## src/hw/uart_regs.vh

```
// Purpose: Constants for the serial port core.
// Assumes: 32-bit APB, one register per aligned word.
// Notes:   Offsets are byte addresses.
`ifndef UART_REGS_VH
`define UART_REGS_VH
// ----------------------------------------
// Register offsets
// ----------------------------------------
`define OFS_CTRL   8'h00
`define OFS_BUF    8'h04
`define OFS_PWR    8'h08
`define OFS_RELOAD 8'h0C
// ----------------------------------------
// Field positions
// ----------------------------------------
`define CTL_MODE_HI 7
`define CTL_MODE_LO 6
`define CTL_FILTER  5
`define CTL_REN     4
`define CTL_TX_NINTH 3
`define CTL_RX_NINTH 2
`define CTL_TX_DONE  1
`define CTL_RX_DONE  0
`define PWR_DOUBLE  7
// ----------------------------------------
// Reset values and timing
// ----------------------------------------
`define CTRL_RST    8'h00
`define RELOAD_RST  8'h00
`define MC_LAST     3'd5
`define MC_SCLK_LO  3'd2
`define MC_SCLK_HI  3'd4
`define MC_SAMPLE   3'd4
`define BIT_LAST    4'hF
`define SMP_A       4'h7
`define SMP_B       4'h8
`define SMP_C       4'h9
`define TX_MARKER   8'h01
`define RX0_INIT    8'hFE
`define RX1_INIT    9'h1FF
`endif

```

## src/hw/uart_core.v

```verilog
// Purpose: Serial port core, modes 0 and 1, baud generation.
// Assumes: clk is the CPU clock; one clk per machine state.
// Notes:   Modes 2 and 3 use the 10-bit frame engine.
//
// The APB register port and the address map were decided locally.
`include "uart_regs.vh"
module uart_core (
    input  wire        clk,            // CPU clock
    input  wire        sys_rst,        // Sync reset, high
    input  wire        psel,           // APB select
    input  wire        penable,        // APB enable
    input  wire        pwrite,         // APB write
    input  wire [7:0]  paddr,          // APB byte address
    input  wire [31:0] pwdata,         // APB write data
    output reg  [31:0] prdata,         // APB read data
    output reg         pready,         // APB ready
    output reg         pslverr,        // APB error
    input  wire        serial_in_pin,  // Data pin level in
    output reg         serial_in_out,  // Data pin drive value
    output reg         serial_in_oe_n, // Data pin drive, low
    output reg         serial_out_pin  // Tx data or shift clock
);
    // ----------------------------------------
    // Registers
    // ----------------------------------------
    reg  [1:0] mode;
    reg        multiproc_filter_bit;
    reg        receive_enable_bit;
    reg        tx_ninth;
    reg        rx_ninth_bit;
    reg        tx_done_flag;
    reg        rx_done_flag;
    reg        baud_double_sel;
    reg  [7:0] reload;
    reg  [7:0] rx_buf;
    reg  [2:0] phase;
    reg  [7:0] tmr;
    reg        t1_ovf;
    reg        ovf_half;
    reg        div2;
    reg  [3:0] tx_cnt;
    reg  [8:0] tx_sr;
    reg        tx_req;
    reg        tx_wait;
    reg        tx_active;
    reg        tx_data;
    reg        rx0_wait;
    reg        rx_active;
    reg  [7:0] rx0_sr;
    reg        rx0_samp;
    reg        rx_busy;
    reg        rx_first;
    reg  [3:0] rx_cnt;
    reg  [8:0] rx_sr;
    reg        vote_a;
    reg        vote_b;
    reg        vote;
    reg        pin_meta;
    reg        pin_s;
    reg        pin_prev;
    reg        next_out;
    reg [31:0] next_rdata;
    reg        next_err;
    wire       m0;
    wire       mc_end;
    wire       tick16;
    wire       tx_roll;
    wire       acc;
    wire       wr;
    wire       wr_ctl;
    wire       wr_buf;
    wire       tx_step;
    wire       tx_end;
    wire       rx0_final;
    wire       rx1_final;
    wire       rx1_load;
    wire       sclk;

    // ----------------------------------------
    // Bus decode
    // ----------------------------------------
    assign acc    = psel & penable & pready;
    assign wr     = acc & pwrite;
    assign wr_ctl = wr & (paddr == `OFS_CTRL);
    assign wr_buf = wr & (paddr == `OFS_BUF);

    // Read mux for the setup cycle
    always @* begin
        next_rdata = 32'h0000_0000;
        next_err   = 1'b0;
        case (paddr)
            `OFS_CTRL:   next_rdata[7:0] = {mode, multiproc_filter_bit, receive_enable_bit,
                                            tx_ninth, rx_ninth_bit, tx_done_flag, rx_done_flag};
            `OFS_BUF:    next_rdata[7:0] = rx_buf;
            `OFS_PWR:    next_rdata[`PWR_DOUBLE] = baud_double_sel;
            `OFS_RELOAD: next_rdata[7:0] = reload;
            default:     next_err = 1'b1;
        endcase
    end

    // APB slave answer, one access cycle
    always @(posedge clk) begin
        if (sys_rst) begin
            pready  <= 1'b0;
            pslverr <= 1'b0;
            prdata  <= 32'h0000_0000;
        end else if (psel && !penable) begin
            pready  <= 1'b1;
            pslverr <= next_err;
            prdata  <= pwrite ? 32'h0000_0000 : next_rdata;
        end else begin
            pready  <= 1'b0;
            pslverr <= 1'b0;
        end
    end

    // ----------------------------------------
    // Machine cycle and baud generation
    // ----------------------------------------
    assign m0     = (mode == 2'd0);
    assign mc_end = (phase == `MC_LAST);

    // Six states per machine cycle, one bit each in mode 0
    always @(posedge clk) begin
        if (sys_rst)
            phase <= 3'd0;
        else if (mc_end)
            phase <= 3'd0;
        else
            phase <= phase + 3'd1;
    end

    // Auto-reload timer counting machine cycles
    always @(posedge clk) begin
        if (sys_rst) begin
            tmr      <= `RELOAD_RST;
            t1_ovf   <= 1'b0;
            ovf_half <= 1'b0;
            div2     <= 1'b0;
        end else begin
            div2   <= ~div2;
            t1_ovf <= 1'b0;
            if (mc_end) begin
                if (tmr == 8'hFF) begin
                    tmr    <= reload;
                    t1_ovf <= 1'b1;
                end else begin
                    tmr <= tmr + 8'd1;
                end
            end
            if (t1_ovf)
                ovf_half <= ~ovf_half;
        end
    end

    // 16x sample tick per mode
    assign tick16 = (mode == 2'd2) ? (baud_double_sel | div2) :
                    (t1_ovf & (baud_double_sel | ovf_half));

    // Transmit divide-by-16 counter
    always @(posedge clk) begin
        if (sys_rst)
            tx_cnt <= 4'h0;
        else if (tick16)
            tx_cnt <= tx_cnt + 4'h1;
    end
    assign tx_roll = tick16 & (tx_cnt == `BIT_LAST);

    // ----------------------------------------
    // Control registers and flags
    // ----------------------------------------
    always @(posedge clk) begin
        if (sys_rst) begin
            {mode, multiproc_filter_bit, receive_enable_bit, tx_ninth,
             rx_ninth_bit, tx_done_flag, rx_done_flag} <= `CTRL_RST;
            baud_double_sel <= 1'b0;
            reload          <= `RELOAD_RST;
            rx_buf          <= 8'h00;
        end else begin
            if (wr_ctl) begin
                mode                 <= pwdata[`CTL_MODE_HI:`CTL_MODE_LO];
                multiproc_filter_bit <= pwdata[`CTL_FILTER];
                receive_enable_bit   <= pwdata[`CTL_REN];
                tx_ninth             <= pwdata[`CTL_TX_NINTH];
                rx_ninth_bit         <= pwdata[`CTL_RX_NINTH];
                tx_done_flag         <= pwdata[`CTL_TX_DONE];
                rx_done_flag         <= pwdata[`CTL_RX_DONE];
            end
            if (wr && paddr == `OFS_PWR)
                baud_double_sel <= pwdata[`PWR_DOUBLE];
            if (wr && paddr == `OFS_RELOAD)
                reload <= pwdata[7:0];
            // Hardware set wins over a software clear
            if (tx_end)
                tx_done_flag <= 1'b1;
            if (rx0_final) begin
                rx_buf       <= {rx0_samp, rev7(rx0_sr[6:0])};
                rx_done_flag <= 1'b1;
            end
            if (rx1_load) begin
                rx_buf       <= rx_sr[8:1];
                rx_ninth_bit <= vote;
                rx_done_flag <= 1'b1;
            end
        end
    end

    // Mode 0 bits enter at bit 0 and move up: first bit ends highest
    function [6:0] rev7;
        input [6:0] v;
        begin
            rev7 = {v[0], v[1], v[2], v[3], v[4], v[5], v[6]};
        end
    endfunction

    // ----------------------------------------
    // Transmit engine
    // ----------------------------------------
    assign tx_step = m0 ? mc_end : tx_roll;
    assign tx_end  = tx_step & tx_active & (m0 | tx_data) &
                     (tx_sr[8:1] == `TX_MARKER);

    always @(posedge clk) begin
        if (sys_rst) begin
            tx_sr     <= 9'h000;
            tx_req    <= 1'b0;
            tx_wait   <= 1'b0;
            tx_active <= 1'b0;
            tx_data   <= 1'b0;
        end else if (wr_buf) begin
            tx_sr     <= {1'b1, pwdata[7:0]};
            tx_wait   <= m0;
            tx_req    <= ~m0;
            tx_active <= 1'b0;
            tx_data   <= 1'b0;
        end else if (tx_step) begin
            if (tx_wait) begin
                tx_wait   <= 1'b0;
                tx_active <= 1'b1;
            end else if (tx_req) begin
                tx_req    <= 1'b0;
                tx_active <= 1'b1;
            end else if (tx_active && !m0 && !tx_data) begin
                tx_data <= 1'b1;
            end else if (tx_active) begin
                tx_sr <= {1'b0, tx_sr[8:1]};
                if (tx_end) begin
                    tx_active <= 1'b0;
                    tx_data   <= 1'b0;
                end
            end
        end
    end

    // ----------------------------------------
    // Mode 0 receive engine
    // ----------------------------------------
    assign rx0_final = m0 & mc_end & rx_active & ~rx0_sr[7];

    always @(posedge clk) begin
        if (sys_rst) begin
            rx0_wait  <= 1'b0;
            rx_active <= 1'b0;
            rx0_sr    <= 8'h00;
            rx0_samp  <= 1'b0;
        end else if (!m0) begin
            rx0_wait  <= 1'b0;
            rx_active <= 1'b0;
        end else begin
            if (phase == `MC_SAMPLE)
                rx0_samp <= pin_s;
            if (!rx0_wait && !rx_active && receive_enable_bit && !rx_done_flag)
                rx0_wait <= 1'b1;
            if (mc_end && rx0_wait) begin
                rx0_wait  <= 1'b0;
                rx0_sr    <= `RX0_INIT;
                rx_active <= 1'b1;
            end else if (mc_end && rx_active) begin
                rx0_sr <= {rx0_sr[6:0], rx0_samp};
                if (rx0_final)
                    rx_active <= 1'b0;
            end
        end
    end

    // ----------------------------------------
    // Mode 1 receive engine
    // ----------------------------------------
    assign rx1_final = ~m0 & tick16 & rx_busy & ~rx_first &
                       (rx_cnt == `BIT_LAST) & ~rx_sr[0];
    assign rx1_load  = rx1_final & ~rx_done_flag &
                       (~multiproc_filter_bit | vote);

    always @(posedge clk) begin
        if (sys_rst) begin
            rx_busy  <= 1'b0;
            rx_first <= 1'b0;
            rx_cnt   <= 4'h0;
            rx_sr    <= 9'h000;
            vote_a   <= 1'b0;
            vote_b   <= 1'b0;
            vote     <= 1'b0;
            pin_prev <= 1'b1;
        end else if (m0) begin
            rx_busy <= 1'b0;
        end else if (tick16) begin
            pin_prev <= pin_s;
            if (!rx_busy) begin
                if (receive_enable_bit && pin_prev && !pin_s) begin
                    rx_busy  <= 1'b1;
                    rx_first <= 1'b1;
                    rx_cnt   <= 4'h0;
                    rx_sr    <= `RX1_INIT;
                end
            end else begin
                rx_cnt <= rx_cnt + 4'h1;
                case (rx_cnt)
                    `SMP_A:  vote_a <= pin_s;
                    `SMP_B:  vote_b <= pin_s;
                    `SMP_C:  vote   <= (vote_a & vote_b) | (vote_a & pin_s) | (vote_b & pin_s);
                    `BIT_LAST: begin
                        rx_first <= 1'b0;
                        if (rx_first && vote)
                            rx_busy <= 1'b0;
                        else
                            rx_sr <= {vote, rx_sr[8:1]};
                        if (rx1_final)
                            rx_busy <= 1'b0;
                    end
                    default: rx_cnt <= rx_cnt + 4'h1;
                endcase
            end
        end
    end

    // ----------------------------------------
    // Pins
    // ----------------------------------------
    // Two-stage synchroniser for the data pin
    always @(posedge clk) begin
        if (sys_rst) begin
            pin_meta <= 1'b1;
            pin_s    <= 1'b1;
        end else begin
            pin_meta <= serial_in_pin;
            pin_s    <= pin_meta;
        end
    end

    // Shift clock low in S3 to S5
    assign sclk = ~((phase >= `MC_SCLK_LO) && (phase <= `MC_SCLK_HI));

    // Output selection
    always @* begin
        if (m0)
            next_out = (tx_active | rx_active) ? sclk : 1'b1;
        else if (tx_active)
            next_out = tx_data ? tx_sr[0] : 1'b0;
        else
            next_out = 1'b1;
    end

    // Registered pin drive
    always @(posedge clk) begin
        if (sys_rst) begin
            serial_out_pin <= 1'b1;
            serial_in_out  <= 1'b1;
            serial_in_oe_n <= 1'b1;
        end else begin
            serial_out_pin <= next_out;
            serial_in_out  <= tx_sr[0];
            serial_in_oe_n <= ~(m0 & tx_active);
        end
    end
endmodule // uart_core

```

## config.mk

```make
export PLATFORM = sky130hd
export DESIGN_NAME = uart_core
export DESIGN_NICKNAME = d
export VERILOG_FILES = /design/src/hw/uart_core.v
export VERILOG_INCLUDE_DIRS = /design/src /design/src/hw
export SDC_FILE = /design/constraint.sdc
export NUM_CORES = 1
export LEC_CHECK = 0
export BUFFER_PORTS_ARGS = -buffer_cell sky130_fd_sc_hd__buf_2
export CAP_MARGIN = 5
export CORE_MARGIN = 3
export CORE_UTILIZATION = 31
export DETAILED_ROUTE_END_ITERATION = 6
export PLACE_DENSITY_LB_ADDON = 0.1
export SLEW_MARGIN = 20
export SYNTH_ARGS = -nofsm -noshare
export SYNTH_HDL_FRONTEND = slang
export SYNTH_SLANG_ARGS = --single-unit
```

## constraint.sdc

```tcl
create_clock -name clk -period 2.2 [get_ports clk]
set_clock_uncertainty 0.1 [all_clocks]
set_input_delay 0.66 -clock clk [delete_from_list [all_inputs] [get_ports clk]]
set_output_delay 0.66 -clock clk [all_outputs]
set_load 0.005 [all_outputs]
```

### Word-level counts from Yosys, hierarchy flattened

Index checks and enable logic that the tools add are counted.

* add/sub/neg operators: 4
* multiply operators: 0
* divide/modulo/power cells: 0
* order comparisons: 2
* equal/unequal tests: 19
* shift operators: 0
* multiplexer cells: 60
* bitwise logic cells: 45
* reduce and logical (&&, ||, !) cells: 56

Operators by type and width (count)
* two-way mux 9 bit: 10
* two-way mux 8 bit: 6
* two-way mux 1 bit: 40
* AND 1 bit: 24
* case mux 7 bit (3 select lines): 1
* nonzero test 2 bit: 10
* equality test 4 bit, second input constant: 4
* equality test 8 x 4 -> 1 bit, second input constant: 2
* AND reduction 4 bit: 4
* AND reduction 5 bit: 3
* logical AND 1 bit: 14
* inverter 1 bit: 14
* AND reduction 2 bit: 6
* OR reduction 2 bit: 6
* adder 4 x 1 -> 4 bit, second input constant: 2
* adder 8 x 1 -> 8 bit, second input constant: 1
* equality test 8 x 1 -> 1 bit, second input constant: 1
* equality test 8 x 3 -> 1 bit, second input constant: 1
* equality test 8 bit, second input constant: 1
* zero test 8 bit: 1
* two-way mux 4 bit: 2
* zero test 1 bit: 7
* OR 1 bit: 7
* equality test 3 bit, second input constant: 2
* 14 further kinds: 17

* register bits: 125
* bits in latches: 0
* RAM bits: 0
* bits in read-only memories: 0
* output and inout port bits: 37
* logic and storage cells: 227
* memories kept: 0

### Longest topological paths before layout

Gate-level depths: netlist of run 1.

* depth in word-level cells: 13
* depth in mapped cells: 8
* depth with buffers taken out: 7

### Worst setup path after synthesis of run 1

Ideal clock, no wire load.

* kind: input port to flip-flop
* from: input paddr[5]
* to: register prdata[6]
* library setup time: 0.062 ns
* arrival time: 2.011 ns
* data required time: 2.038 ns
* setup slack: 0.028 ns
* cell stages on the path: 4
* buffers on the path: 0
* path through: nor4_2 -> nand2_2 -> nor4b_1 -> a22o_1

* word-level cells in the longest chain between the ends: 3

RTL lines
* start: declaration: RTL line uart_core.v:13 `input wire [7:0] paddr,`
* equality test 8 x 4 -> 1 bit (tied with other cells): RTL line uart_core.v:91 `case (paddr)`
* case mux 7 bit (3 select lines) (*): RTL line uart_core.v:91
* two-way mux 8 bit (*): RTL line uart_core.v:110 `prdata <= pwrite ? 32'h0000_0000 : next_rdata;`
* end signal: assignment: RTL line uart_core.v:110
* end: declaration: RTL line uart_core.v:15 `output reg [31:0] prdata,`

Every way passes the cells marked *; elsewhere a longest branch is shown, timed or not.
A chain may end at the register's enable or synchronous reset.

### Final worst setup path of run 1

* from: register mode[0]
* to: register tx_data

* word-level cells in the longest chain between the ends: 9

RTL lines
* start: declaration: RTL line uart_core.v:26 `reg [1:0] mode;`
* start signal: assignment: RTL line uart_core.v:181 `` mode <= pwdata[`CTL_MODE_HI:`CTL_MODE_LO]; ``
* equality test 2 bit: RTL line uart_core.v:157 `assign tick16 = (mode == 2'd2) ? (baud_double_sel | div2) :`
* two-way mux 1 bit: RTL line uart_core.v:157
* AND 1 bit: RTL line uart_core.v:167 `` assign tx_roll = tick16 & (tx_cnt == `BIT_LAST); ``
* two-way mux 1 bit: RTL line uart_core.v:219 `assign tx_step = m0 ? mc_end : tx_roll;`
* AND 1 bit (3 in series): RTL line uart_core.v:220 `assign tx_end = tx_step & tx_active & (m0 | tx_data) &`
* nonzero test 2 bit (no source line)
* AND reduction 5 bit (no source line)
* end signal: assignment: RTL line uart_core.v:229 `tx_data <= 1'b0;`
* end signal: assignment: RTL line uart_core.v:235 `tx_data <= 1'b0;`
* end signal: assignment: RTL line uart_core.v:244 `tx_data <= 1'b1;`
* end: declaration: RTL line uart_core.v:46 `reg tx_data;`

Parallel ways exist; a longest one is shown, timed or not.

==> metrics.txt, run 1 <==
VDD IR max=approximately 0.48 mV; share of post-route cells with drive strength above 1=~16%; Final Core Density=a little under two fifths; Synth Warn #=0; Multi-input gate area=between 2000 and 2500 µm²; total power=roughly 3800 µW; core area=between 10000 and 15000 µm²; Final nets=~640; P_sw=828 µW; min Tclk post-route=a little under 2000 ps; GRT Total Usage=14.4%; clock latency at the later pin of the worst-skew pair=350 ps; Fill cells=1503; DR pass1 iterations=4; Synth Register Bits=~100; final setup vio count=0; relative slew slack=around two thirds; Sequential Power Share=48.3%; Unique masters post-synth=58; cell area after layout=5450 µm²; number of synthesized flops with an enable pin=0; I/O pins=83; Port Buffer Count=34; CTS Buffer Depth=2; Combinational Power Share=around 3.8%; # diodes=0; CTS Sinks=between 100 and 150; commonest non-fill, non-tap cell in the layout=dfxtp_1; CP Launch Type=register; Critical Path End Type=register; Post-DP Area=~5100 µm²; synthesized instance count=between 500 and 600; status=finished clean; clock root cell=clkbuf_16; final worst setup slack=around 210 ps; CTS clk-pin slew, worst paths=around 70 ps; Synth Cell Area=4700 µm²; endpoints failing hold=0; Max Fanout on Critical Path=6; Critical Path RT=roughly 2400 ps; cts hold-fix bufs=0; Main synth FF type=dfxtp_1; GR Overflow Total=0; total number of vias=about 3800; antenna viol nets, final=0; CTS resizes=0; max-slew violation count=0; Mapped Avg Cell Area=around 8.6 µm²; vias in the first global route=between 3000 and 4000; Crit Path Class=reg2reg; most frequent cells in the layout=101 x dfxtp_1, 68 x nor2_1, 49 x nand2_1, 41 x a21oi_1, 39 x mux2i_1; final routed DRC violation total=0; LEAKAGE=~0.0021 µW; CP peak stage delay=a little under 500 ps; Via density=4.94; Die W=roughly 130 µm; Die H=around 130 µm; row count=44; Clk pwr share=47.9%; # Post-CTS Setup Buffers=0; average wire per standard cell=between 15 and 20 µm; first-pass GRT wire length=between 15 and 20 mm; Max-cap violations=0; pre-CTS setup slack=-104 ps; Async SR Flop Fraction=0%; Net Sw Frac=between 20% and 30%; cell-internal power=3000 µW; TritonCTS clock tree=built; FF/Latch Area=~2000 µm²; DRT iter0 DRCs=roughly 180; CP Data Arrival Time=about 2200 ps; cell chain of the critical path=mux2i_1 > a211oi_1 > nor2_1 > or4_1 > a21oi_1; RD Place Congestion=approximately 0.8; largest net degree at the start of global routing=55; WP buf/inv=0; Starting Density=a little under a third; hold crit path type=reg2reg; hpwl dp=8.50 mm; highest clock rate=0.503 GHz; Worst-Margin Slew=slightly above 500 ps; TNS Setup=0 ps; Slowest-stage cell, CP=or4_1; register area share after synthesis=43.0%; Tcrit/Tclk final=approximately nine tenths; total wire length=between 10 and 15 mm; initial antenna violation count=0; H-tree level count=3; RSZ-0062 raised after global routing=false; Die ar.=roughly 17000 µm²; synthesis-to-layout area growth=16.1%; delay-heaviest family, CP=simple AND/OR/NAND/NOR gates; Inserted Clock Buffers=9; pwr/cell area=between 700 and 800 nW/µm²
==> routing by layer <==
layer  GRT usage [%]  vias to the layer above  share of wire [%]  wire (µm)
met3            4.25                       17                3.6        424
met4            4.20                        0                1.9        225
met1            19.3                     1783                 50       5850
li1                -                     1957                  -          -
met2            22.6                       78                 45       5290
met5               0                        -                  0          0
==> sequential cells by signal, indices dropped and copies added (netlist names), 2 cells and up <==
name    flops
tx_cnt      4
reload      8
rx_sr       9
prdata      8
mode        2
phase       3
tmr         8
rx_buf      8
rx_cnt      4
rx0_sr      8
tx_sr       9
==> per-stage QoR <==
step | hold WS, ps | instances
floorplan | 289 | 569
global placement | 300 | 761
detailed placement | 301 | 761
CTS | 321 | 777
global route | 327 | 777
finish | 321 | 777
==> path summary, 6_finish.rpt <==
| kind | cells after the start | from | end | slack (ps) |
|---|---|---|---|---|
| worst max-delay path | 5 | mode[0] | tx_data | 210 |
| worst min-delay path | 1 | pin_meta | pin_s | 320 |
| worst max register to register | 5 | mode[0] | tx_data | 210 |
| worst min register to register | 1 | pin_meta | pin_s | 320 |
==> cells in the mapped netlist (all sizes together), types with 2 or more instances <==
library cell / count / share of area [%]
o21ai: 26 / 2.8
and2: 4 / 0.56
a22o: 7 / 1.3
nor3b: 3 / 0.48
dfxtp: 101 / 43
a31oi: 3 / 0.40
a21oi: 42 / 4.6
or2: 6 / 0.80
o2bb2ai: 2 / 0.37
nor4b: 5 / 0.93
and3: 3 / 0.40
clkbuf: 22 / 1.8
nand3: 23 / 2.5
xnor2: 4 / 0.75
nand3b: 4 / 0.64
nor2: 69 / 5.6
nor2b: 5 / 0.67
ha: 7 / 1.9
a21o: 4 / 0.64
nand2b: 4 / 0.53
inv: 8 / 0.64
a211oi: 18 / 2.9
buf: 33 / 5.0
nand2: 50 / 4.0
and3b: 2 / 0.37
nor3: 23 / 2.5
mux2i: 39 / 8.3
o31ai: 2 / 0.43
or4: 3 / 0.48
nand4: 4 / 0.53
nand4b: 2 / 0.37
nor4: 2 / 0.72
==> cell families after synthesis <==
group                      Yosys count  share of synthesized area (%)
and+or+nand+nor                    214                           22.3
AOI/OAI and AO/OA                  114                           15.3
DFF                                101                           43.0
buffers and inverters               63                           7.41
muxes                               40                           8.79
adders and majority gates            8                           2.08
xor gates and xnor gates             5                          0.932
other                                1                         0.0798
==> power groups by stage <==
stage                     logic (µW)  clock network (µW)  registers (µW)
after floorplan                  109                   0            1890
after global placement           145                   0            1890
after detailed placement         146                   0            1890
after CTS                        146                1910            1850
after global routing             162                1960            1850
final                            144                1830            1850
==> final cells by class <==
type                    instances  share of cell area (%)
repair buffers                 63                    7.57
well taps                     184                    4.22
clock inverters                 7                    2.09
clock buffers                   9                    4.13
multi-input cells             405                    44.4
inverters                       8                   0.551
flip-flops and latches        101                    37.1
Power figures use the tool's default switching activity.
==> run 2: changes to the inputs <==
--- a/config.mk
+++ b/config.mk
@@ -6,6 +6,7 @@
 export SDC_FILE = /design/constraint.sdc
 export NUM_CORES = 1
 export LEC_CHECK = 0
+export ABC_AREA = 1
 export BUFFER_PORTS_ARGS = -buffer_cell sky130_fd_sc_hd__buf_2
 export CAP_MARGIN = 5
 export CORE_MARGIN = 3
==> run 2 against run 1 <==
  * Hold slack lost 9.2 ps
  * Critical endpoint is now rx_sr[2]
  * Synthesized area increased by 2.5%
  * Die area is 2.4% higher
  * Largest cell class unchanged
  * Final cell count up 17%
  * Synthesized cell count increased by 24%
  * Sequential cell count stayed put
  * Wire length up 2.9%
  * Fmax up 3.3%
  * Combinational power down 3%
  * Global-route usage grew 0.37 points
  * Non-clock buffer count fell by 13
==> metrics.txt, run 2 <==
max-slew violation count=0; Slowest-stage cell, CP=dfxtp_1; most frequent cells in the layout=141 x nand2_1, 101 x dfxtp_1, 96 x nor2_1, 59 x inv_1, 54 x nand3_1; Critical Path End Type=register; synthesis-to-layout area growth=14.9%; core area=about 15000 µm²; CP most frequent cell=nand2_1; delay-heaviest family, CP=simple AND/OR/NAND/NOR gates; VDD IR max=approximately 0.33 mV; post-synthesis compound-gate area fraction=about an eighth; Inserted Clock Buffers=9; CTS Buffer Depth=2; TNS Setup=0 ps; Final nets=775; Critical Path RT=~2300 ps; Fill cells=roughly 1700; Synth Cell Area=a little under 5000 µm²; first-pass GRT wire length=approximately 20 mm; # diodes=0; highest clock rate=slightly above 0.5 GHz; endpoints failing hold=0; Die H=131 µm; synthesized instance count=678; Synth Warn #=0; hpwl dp=slightly above 9 mm; relative slew slack=between 20% and 30%; pwr/cell area=between 600 and 700 nW/µm²; average wire per standard cell=about 13 µm; Crit Path Class=reg2reg; Max Fanout on Critical Path=9; number of synthesized flops with an enable pin=0; synthesized-area fraction occupied by adder cells=2.03%; largest net degree at the start of global routing=41; Via density=around 4.6; Die W=around 130 µm; Max-cap violations=0; H-tree level count=3; status=finished clean; CTS clk-pin slew, worst paths=roughly 70 ps; final routed DRC violation total=0; DRT iter0 DRCs=between 150 and 200; row count=44; Post-synth top cells=141 x nand2_1, 101 x dfxtp_1, 96 x nor2_1, 59 x inv_1, 54 x nand3_1; register area share after synthesis=a little over two fifths; hold crit path type=reg2reg; vias in the first global route=just over 4000; clock latency at the later pin of the worst-skew pair=350 ps; top post-synthesis cells by area=dfxtp_1 42%, nand2_1 11%, nor2_1 7.5%; cell with the most instances after synthesis=nand2_1; GR Overflow Total=0; Mapped Avg Cell Area=approximately 7.1 µm²; post-synthesis mux area share=0%; Main synth FF type=dfxtp_1; I/O pins=just over 80; Port Buffer Count=34; TritonCTS clock tree=built; LEAKAGE=0.00232 µW; initial antenna violation count=0; largest family of logic cells by synthesized area=simple AND/OR/NAND/NOR gates; Worst-Margin Slew=between 1000 and 1500 ps; CP peak stage delay=between 300 and 400 ps; Synth Area in XOR/XNOR=under 10%; Multi-input gate area=2330 µm²; RSZ-0062 raised after global routing=false; total wire length=~12 mm; clock root cell=clkbuf_16; cell chain of the critical path=inv_2 > nand2_1 > inv_1 > nand2_1 > nand2_1 > nand2_1 > nor2_2 > nand4_2 > o21ai_1 > nor2_1; Synth Register Bits=just over 100; RD Place Congestion=0.808; Post-Synth Simple-Gate Area=31.1%; final setup vio count=0; Starting Density=32.4%; GRT Total Usage=14.7%; FF/Latch Area=around 2000 µm²; CP Launch Type=register; Yosys top cell by area=dfxtp_1; Die ar.=~17000 µm²; CP Data Arrival Time=a little over 2000 ps; total number of vias=between 4000 and 5000; commonest non-fill, non-tap cell in the layout=nand2_1; Synth top area share=roughly two fifths; WP buf/inv=2; Unique masters post-synth=39; antenna viol nets, final=0; min Tclk post-route=1930 ps; Async SR Flop Fraction=0%; CTS Sinks=roughly 100; total power=between 3000 and 4000 µW; largest registers=rx_sr: 9 flops, tx_sr: 9 flops; Tcrit/Tclk final=slightly below 90%; share of post-route cells with drive strength above 1=between 10 and 15%; DR pass1 iterations=4
[run 2: cell count changes in the layout (fill, tap and decap cells not counted), sizes merged, moves of 5 or more]
cell | previous run | this run
nor2b | 5 | 0
a22o | 7 | 0
nor4b | 5 | 0
mux2i | 39 | 0
a211oi | 18 | 8
inv | 8 | 74
a21oi | 42 | 51
nand3 | 23 | 55
buf | 63 | 50
o21ai | 26 | 37
nand2 | 50 | 147
nor2 | 69 | 104
[run 2: kinds of logic (layout without fill, tap and decap cells)]
family,count (synthesis),after routing
flops,101,101
buf+inv,118,144
other cells,1,24
compound gates,105,105
simple gates,338,338
xor+xnor,7,7
fa+ha+maj,8,8
[run 2: routing by layer]
| metal | track usage, % | vias to the layer above | part of all wire [%] |
|---|---|---|---|
| met5 | 0 | - | 0 |
| met2 | 23.8 | 37 | 47 |
| li1 | - | 2225 | - |
| met4 | 4.17 | 0 | 1.2 |
| met1 | 20.1 | 1956 | 49 |
| met3 | 2.85 | 10 | 2.4 |
[run 2: stage by stage]
stage | cells | util [%] | setup WS [ps] | instance area, µm² | hold WS [ps]
2_1_floorplan | 701 | - | 249 | 4900 | 278
5_1_grt | 911 | 37.2 | 29.1 | 5530 | 325
3_3_place_gp | 895 | 34.9 | 98.6 | 5190 | 296
3_5_place_dp | 895 | 34.9 | 74.9 | 5190 | 298
4_1_cts | 911 | 37.2 | 241 | 5530 | 315
6_report | 911 | 37.2 | 274 | 5530 | 312
[run 2: worst register-to-register path, stage by stage, from the launching register on]
cell,delay [ps]
dfxtp_1,320
inv_2,70
nand2_1,70
inv_1,60
nand2_1,50
nand2_1,210
nand2_1,140
nor2_2,270
nand4_2,280
o21ai_1,200
nor2_1,50
[run 2: final timing paths]
| check | slack [ps] | endpoint | cells past startpoint | from |
|---|---|---|---|---|
| worst max register to register | 270 | rx_sr[2] | 10 | mode[0] |
| worst max-delay path | 270 | rx_sr[2] | 10 | mode[0] |
| worst min-delay path | 310 | pin_s | 1 | pin_meta |
| worst min register to register | 310 | pin_s | 1 | pin_meta |
[run 2: repair_timing]
| item | in CTS | in global routing |
|---|---|---|
| gates resized for setup | 0 | 1 |
| setup endpoints to repair | 0 | 2 |
| buffers inserted | 0 | 0 |
| hold buffers | 0 | 0 |
[run 2: area by class of cell]
cell class	count	area share, %
multi-input combinational	482	42.1
sequential	101	36.5
timing repair buffer	50	5.70
inverter	78	5.29
clock buffer	12	4.45
tap	184	4.16
clock inverter	4	1.72
[run 2: power breakdown]
part / internal (µW) / switching, µW / total (µW)
Sequential: 1840 / 9.11 / 1850
Combinational: 45.7 / 94.3 / 140
Clock: 1140 / 692 / 1830
